[src/rtl/hcieg_pkg.sv]
package hcieg_pkg;

  // Register map and field layout of the interrupt enable register.
  localparam logic [7:0] IRQ_ENABLE_OFFSET = 8'h28;
  localparam logic [31:0] IRQ_ENABLE_RESET = 32'h0000_0000;
  localparam int IRQ_ENABLE_BITS = 6;
  localparam int XFER_DONE_BIT = 0;
  localparam int XFER_ERROR_BIT = 1;
  localparam int PORT_CHANGE_BIT = 2;
  localparam int ROLLOVER_BIT = 3;
  localparam int SYSTEM_ERROR_BIT = 4;
  localparam int ASYNC_ADVANCE_BIT = 5;

  // Sources that wait for the next interrupt threshold boundary.
  localparam logic [5:0] DEFERRED_MASK = 6'h23;
  localparam logic [5:0] IMMEDIATE_MASK = 6'h1c;

  // One bit per status source, in register bit order.
  typedef struct packed {
    logic async_advance;
    logic system_error;
    logic rollover;
    logic port_change;
    logic xfer_error;
    logic xfer_done;
  } hcieg_src_t;

  // Register access port as seen by this block.
  typedef struct packed {
    logic wr;
    logic rd;
    logic [7:0] addr;
    logic [31:0] wdata;
  } hcieg_req_t;

  // Hardware events that set status flags.
  typedef struct packed {
    logic bus_fault;
    logic ioc_retired;
    logic short_packet;
    logic xfer_error;
    logic port_change;
    logic rollover;
    logic async_advance;
  } hcieg_evt_t;

endpackage : hcieg_pkg

[src/rtl/hcieg_gate.sv]
module hcieg_gate (
  input wire logic clk_i,
  input wire logic nrst_i,
  input wire hcieg_pkg::hcieg_req_t req_i,
  output logic [31:0] rdata_o,
  input wire hcieg_pkg::hcieg_evt_t evt_i,
  input wire hcieg_pkg::hcieg_src_t status_clr_i,
  input wire logic threshold_i,
  input wire logic run_stop_set_i,
  output logic run_stop_o,
  output hcieg_pkg::hcieg_src_t status_o,
  output hcieg_pkg::hcieg_src_t irq_enable_o,
  output logic irq_o
);
  import hcieg_pkg::*;

  // Timing overview, counted in clock edges.
  // A write to the enable register is stored at the edge that takes it.
  // A hardware event sets its status flag at the edge that sees it.
  // An immediate source reaches the line one edge after its flag and enable
  // are both set, so two edges after the event.
  // A deferred source is caught by the threshold latch at a threshold edge and
  // reaches the line one edge later.
  // Read data stands for one cycle, the cycle after the read request.
  // Users must keep in mind that the line is a level: it stays high until every
  // enabled flag that feeds it has been cleared by software.

  // True when a register access targets the interrupt enable register.
  // Only this one offset is decoded, so accesses anywhere else leave it alone.
  function automatic logic enable_reg_hit(input logic [7:0] addr);
    enable_reg_hit = (addr == IRQ_ENABLE_OFFSET);
  endfunction : enable_reg_hit

  // True when any pending source falls inside the given delivery group.
  function automatic logic any_in_group(input logic [5:0] vec, input logic [5:0] mask);
    any_in_group = |(vec & mask);
  endfunction : any_in_group

  // Builds the read word from the stored enable bits.
  // The reserved upper bits always read as zero, whatever software wrote.
  function automatic logic [31:0] enable_word(input logic [5:0] bits);
    enable_word = {26'h0, bits};
  endfunction : enable_word

  // Stored enable bits and status flags, both in register bit order.
  logic [5:0] irq_enable_reg_q;
  logic [5:0] host_status_reg_q;
  logic [5:0] host_status_reg_d;

  // Hardware set events and software clear strobes as plain vectors.
  logic [5:0] set_vec;
  logic [5:0] clr_vec;

  // Per-source pending terms, each a flag gated by its own enable.
  logic async_advance_pend;
  logic system_error_pend;
  logic rollover_pend;
  logic port_change_pend;
  logic xfer_error_pend;
  logic xfer_done_pend;
  logic [5:0] active;

  // Delivery groups and register strobes.
  logic deferred_any;
  logic immediate_any;
  logic enable_wr;
  logic enable_rd;

  // Remaining state.
  logic deferred_q;
  logic run_stop_q;
  logic [31:0] rdata_q;

  // Decoded register strobes; an access to any other offset is ignored.
  // A request with both wr and rd high is served as both in the same cycle.
  assign enable_wr = req_i.wr & enable_reg_hit(req_i.addr);
  assign enable_rd = req_i.rd & enable_reg_hit(req_i.addr);

  // Enable register write. The reserved upper bits are not stored, so a
  // careless write of ones there cannot switch on a source that does not exist.
  always_ff @(posedge clk_i) begin
    if (!nrst_i) begin
      irq_enable_reg_q <= IRQ_ENABLE_RESET[5:0];
    end else if (enable_wr) begin
      irq_enable_reg_q <= req_i.wdata[5:0];
    end
  end

  // Hardware set events, one bit per source.
  // Completion has two causes, so both are folded into the one flag.
  // A bus fault is the only cause of the system error flag.
  always_comb begin
    set_vec = 6'h00;
    set_vec[XFER_DONE_BIT] = evt_i.ioc_retired | evt_i.short_packet;
    set_vec[XFER_ERROR_BIT] = evt_i.xfer_error;
    set_vec[PORT_CHANGE_BIT] = evt_i.port_change;
    set_vec[ROLLOVER_BIT] = evt_i.rollover;
    set_vec[SYSTEM_ERROR_BIT] = evt_i.bus_fault;
    set_vec[ASYNC_ADVANCE_BIT] = evt_i.async_advance;
  end

  // Software clear strobes arrive in register bit order already.
  assign clr_vec = status_clr_i;

  // Next status value. The flags ignore the enables entirely, and a set beats a
  // clear in the same cycle so that an event landing on an acknowledge is kept.
  assign host_status_reg_d = (host_status_reg_q & ~clr_vec) | set_vec;

  // Status flags hold until software clears them.
  // Masked sources are stored exactly like enabled ones, which is what lets
  // software poll for them.
  always_ff @(posedge clk_i) begin
    if (!nrst_i) begin
      host_status_reg_q <= 6'h00;
    end else begin
      host_status_reg_q <= host_status_reg_d;
    end
  end

  // A bus fault halts the schedule; the halt wins over a software start in the
  // same cycle, because restarting into a faulted system would repeat the fault.
  // Software has to start the schedule again once it has handled the fault.
  always_ff @(posedge clk_i) begin
    if (!nrst_i) begin
      run_stop_q <= 1'b0;
    end else if (evt_i.bus_fault) begin
      run_stop_q <= 1'b0;
    end else if (run_stop_set_i) begin
      run_stop_q <= 1'b1;
    end
  end

  // Each source is pending while its flag and its enable are both set.
  // Masking happens only here, after the flag, so masked events stay visible.
  assign async_advance_pend = host_status_reg_q[ASYNC_ADVANCE_BIT] &
                              irq_enable_reg_q[ASYNC_ADVANCE_BIT];
  assign system_error_pend = host_status_reg_q[SYSTEM_ERROR_BIT] &
                             irq_enable_reg_q[SYSTEM_ERROR_BIT];
  assign rollover_pend = host_status_reg_q[ROLLOVER_BIT] &
                         irq_enable_reg_q[ROLLOVER_BIT];
  assign port_change_pend = host_status_reg_q[PORT_CHANGE_BIT] &
                            irq_enable_reg_q[PORT_CHANGE_BIT];
  assign xfer_error_pend = host_status_reg_q[XFER_ERROR_BIT] &
                           irq_enable_reg_q[XFER_ERROR_BIT];
  assign xfer_done_pend = host_status_reg_q[XFER_DONE_BIT] &
                          irq_enable_reg_q[XFER_DONE_BIT];

  // Pending terms gathered back into register bit order.
  always_comb begin
    active = 6'h00;
    active[ASYNC_ADVANCE_BIT] = async_advance_pend;
    active[SYSTEM_ERROR_BIT] = system_error_pend;
    active[ROLLOVER_BIT] = rollover_pend;
    active[PORT_CHANGE_BIT] = port_change_pend;
    active[XFER_ERROR_BIT] = xfer_error_pend;
    active[XFER_DONE_BIT] = xfer_done_pend;
  end

  // Split into the two delivery groups. The masks are fixed constants, so a
  // source cannot be moved between groups at run time.
  assign deferred_any = any_in_group(active, DEFERRED_MASK);
  assign immediate_any = any_in_group(active, IMMEDIATE_MASK);

  // Deferred sources latch at a threshold and drop once acknowledged.
  // Holding until acknowledgement avoids a pulse that software could miss.
  // A deferred source that turns up between thresholds waits for the next one,
  // unless the latch is already held by another deferred source; then it keeps the latch held.
  always_ff @(posedge clk_i) begin
    if (!nrst_i) begin
      deferred_q <= 1'b0;
    end else if (threshold_i) begin
      deferred_q <= deferred_any;
    end else if (!deferred_any) begin
      deferred_q <= 1'b0;
    end
  end

  // Immediate sources reach the line at once; deferred ones via the latch.
  // The line is registered so that it never glitches while flags change.
  always_ff @(posedge clk_i) begin
    if (!nrst_i) begin
      irq_o <= 1'b0;
    end else begin
      irq_o <= deferred_q | immediate_any;
    end
  end

  // Registered read data; unmapped offsets read zero.
  // The word falls back to zero after one cycle, so the requester must take
  // it in the cycle after its read.
  always_ff @(posedge clk_i) begin
    if (!nrst_i) begin
      rdata_q <= 32'h0000_0000;
    end else if (enable_rd) begin
      rdata_q <= enable_word(irq_enable_reg_q);
    end else begin
      rdata_q <= 32'h0000_0000;
    end
  end

  // Outputs, all straight from registers.
  assign rdata_o = rdata_q;
  assign run_stop_o = run_stop_q;
  assign status_o = hcieg_src_t'(host_status_reg_q);
  assign irq_enable_o = hcieg_src_t'(irq_enable_reg_q);

endmodule : hcieg_gate

[config.mk]
export PLATFORM = sky130hd
export DESIGN_NAME = hcieg_gate
export DESIGN_NICKNAME = d
export VERILOG_FILES = /design/src/rtl/hcieg_pkg.sv /design/src/rtl/hcieg_gate.sv
export SDC_FILE = /design/constraint.sdc
export NUM_CORES = 1
export LEC_CHECK = 0
export BUFFER_PORTS_ARGS = -buffer_cell sky130_fd_sc_hd__buf_2
export CAP_MARGIN = 20
export CORE_ASPECT_RATIO = 0.75
export CORE_UTILIZATION = 36
export CTS_CLUSTER_SIZE = 20
export DETAILED_ROUTE_END_ITERATION = 7
export GPL_TIMING_DRIVEN = 1
export HOLD_SLACK_MARGIN = 0.15
export PLACE_DENSITY = 0.94
export SYNTH_ARGS = -nofsm -noshare
export SYNTH_HDL_FRONTEND = slang
export SYNTH_SLANG_ARGS = --single-unit
[constraint.sdc]
create_clock -name clk_i -period 2.8 [get_ports clk_i]
set_input_delay 0.84 -clock clk_i [delete_from_list [all_inputs] [get_ports clk_i]]
set_output_delay 0.84 -clock clk_i [all_outputs]
set_load 0.01 [all_outputs]
==> results.ini <==
[outcome]
outcome = finished, final reports clean

[critical_path]
cp-end-kind = register
rr_startpoint = status_o[1]$_SDFF_PN0_
rr_worst_depth = 2
critPathLaunch = req_i[33]
crit_family = simple AND/OR/NAND/NOR gates
cp_num_buf_inv = 1
crit_arrival_ns = 2.12
path_class = in2reg
cp.depth = 4
slowest_stage = or4b_1
worstPathCellList = buf_2 > or4b_1 > nor3_4 > mux2i_1
critPathLaunchType = input pin
critPathMaxStageDelay_ns = 0.59
cp.required_ns = 3.03
critPathMaxFanout = 6

[run]
maxCapViolCount = 0

[die]
core_area_sq_um = 2400
ioPinCount = 105
die_x_um = 61.7
fp.dieArea_sq_um = 2880
start_util_pct = 40.0
die_h_um = 46.7
placementRows = 15

[yosys]
synth-simple-area-share_pct = 19.7
syn_area_sq_um = 961
synthAdderAreaFrac_pct = 0
synth_xor_area_share_pct = 0
muxShareOfSynthArea_pct = 6.25
synth-edff-count = 0
synth.ff_latch_count = 21
synth.top_cells.by_area = dfxtp_1 44%, buf_4 20%, mux2i_1 6.3%
yosysUniqueCellTypes = 22
avgSynthCellArea_sq_um = 9.61
synth_top_family_by_area = buffers and inverters
synth_async_sr_flop_share_pct = 0
synthCells = 100
synth_compound_area_share_pct = 8.46
yosysTopAreaCellShare_pct = 43.8
synth_top_area_cell = dfxtp_1
synth-warning-count = 0
ys_seq_area_share_pct = 43.8
synthFlopType = dfxtp_1

[detailed_routing]
postRouteAntennaNets = 0
via_per_inst = 4.06
drc_errors = 0
drtPass1Iterations = 4
drtIter0Drc = 24
wl_um = 1670
num_vias = 759
wl_per_cell_um = 8.93

[global_route]
overflow = 0
grt_pass1_vias = 591
grtUsageTotal_pct = 11.3
antenna_found_initial = 0
grt_pass1_wl_um = 2300
grt_max_degree = 23

[pwr]
powerDensity_nw_per_um2 = 433
power.leakage_nw = 0.608
cell_internal_pwr_mw = 0.387
ir_drop_mv = 0.234
seq_power_share_pct = 60.5
p_sw_share_pct = 24.3
power.net_switching_mw = 0.124
pwr-share-clk_pct = 26.7
power_frac_comb_pct = 12.8

[clock_network]
cts_max_level = 1
cts.repair.resized = 0
cts_root_buffer = clkbuf_4
cts_hold_buf = 0
cts_tree = yes
clock-sinks = 21
cts_buffers = 3
clock_tree.buffer_depth = 2
path_clk_slew_ns = 0.11
postCtsSetupRepairBufs = 0
clkLatencyLatePin_ns = 0.29

[hold_path]
hold_path_depth = 2
hold_path.class = reg2reg
hold_start = irq_enable_o[1]$_SDFFE_PN0P_

[timing]
rsz0062_at_grt = false
final_hold_viol_count = 0
fin_skew_ns = 0.000770
max_clock_freq_ghz = 0.530
timing.final.max_slew_violations = 0
finalCritPeriodShare_pct = 67.4
fin_crit_ns = 1.89
finalSetupTns_ns = 0
setup_violations = 0

[final_layout]
drive_gt1_share_pct = 38.6
final_cell_mix = 52 x buf_2, 26 x conb_1, 21 x dfxtp_1, 13 x nand2_1
syn2layout_area_growth_pct = 23.0
fill_cells = 240
layout_commonest_cell = buf_2
diodes = 0
fin_nets = 213
final_area_sq_um = 1180

[placement]
io_buffers = 52
place_congestion = 0.615
placed_area_sq_um = 1150

[per-layer routing]
| layer | routed length (um) | global-route usage, % | up-vias | share of wire [%] |
|---|---|---|---|---|
| met2 | 811 | 22.6 | 48 | 49 |
| met5 | 0 | 0 | - | 0 |
| met1 | 672 | 11.7 | 328 | 40 |
| li1 | - | - | 383 | - |
| met4 | 0 | 0 | 0 | 0 |
| met3 | 184 | 4.96 | 0 | 11 |
[metrics by stage]
step / instances / hold slack (ns) / setup slack, ns / utilization [%] / power [mW]
2_1_floorplan: 125 / 0.475 / 0.795 / - / 0.378
3_3_place_gp: 183 / 0.471 / 0.592 / 48.1 / 0.380
4_1_cts: 187 / 0.501 / 0.896 / 49.2 / 0.521
3_5_place_dp: 183 / 0.484 / 0.582 / 48.1 / 0.382
6_report: 187 / 0.493 / 0.912 / 49.2 / 0.511
5_1_grt: 187 / 0.520 / 0.843 / 49.2 / 0.542
[layout make-up]
| class | instances | area (sq um) | area share [%] |
|---|---|---|---|
| flip-flops and latches | 21 | 420 | 35.6 |
| repair buffers | 52 | 260 | 22.0 |
| clock buffers | 3 | 22.5 | 1.90 |
| clock inverters | 1 | 5.00 | 0.423 |
| well taps | 34 | 42.5 | 3.60 |
| multi-input cells | 75 | 428 | 36.2 |
| inverters | 1 | 3.75 | 0.317 |
[flip-flops by register name, summed over array words and instances (netlist names)]
signal / count
status_o: 6
rdata_o: 6
irq_enable_o: 6
deferred_q: 1
irq_o: 1
run_stop_o: 1
[synth_stat cells, types with 2 or more instances]
cell type,instances
mux2i_1,6
clkbuf_1,2
and2_1,6
nand2_1,13
o21a_1,5
buf_4,26
dfxtp_1,21
nor2b_1,6
nor2_1,2
[logic make-up (layout without fill, tap and decap cells)]
group           count (synthesis)  in the layout
flops                          21             21
compound gates                 11             11
mux                             6              6
buf+inv                        29             57
simple gates                   32             32
other cells                     1             26
[power by group through the flow]
| stage | sequential (mW) | combinational, mW | clock [mW] |
|---|---|---|---|
| 2_1_floorplan | 0.319 | 0.0593 | 0 |
| 3_3_place_gp | 0.316 | 0.0645 | 0 |
| 3_5_place_dp | 0.316 | 0.0651 | 0 |
| 4_1_cts | 0.310 | 0.0654 | 0.146 |
| 5_1_grt | 0.311 | 0.0741 | 0.157 |
| 6_report | 0.309 | 0.0654 | 0.137 |
[final timing paths]
| check | end | slack, ns |
|---|---|---|
| worst max-delay path | irq_enable_o[0]$_SDFFE_PN0P_ | 0.91 |
| worst min-delay path | irq_enable_o[1]$_SDFFE_PN0P_ | 0.49 |
| worst max register to register | deferred_q$_SDFFE_PN0P_ | 1.89 |
| worst min register to register | irq_enable_o[1]$_SDFFE_PN0P_ | 0.49 |
[worst min-delay path, stage by stage (launching register included)]
cell	delay, ns
dfxtp_1	0.35
nand2_1	0.06
mux2i_1	0.05
Note: power is estimated with default switching activity, not from simulation.
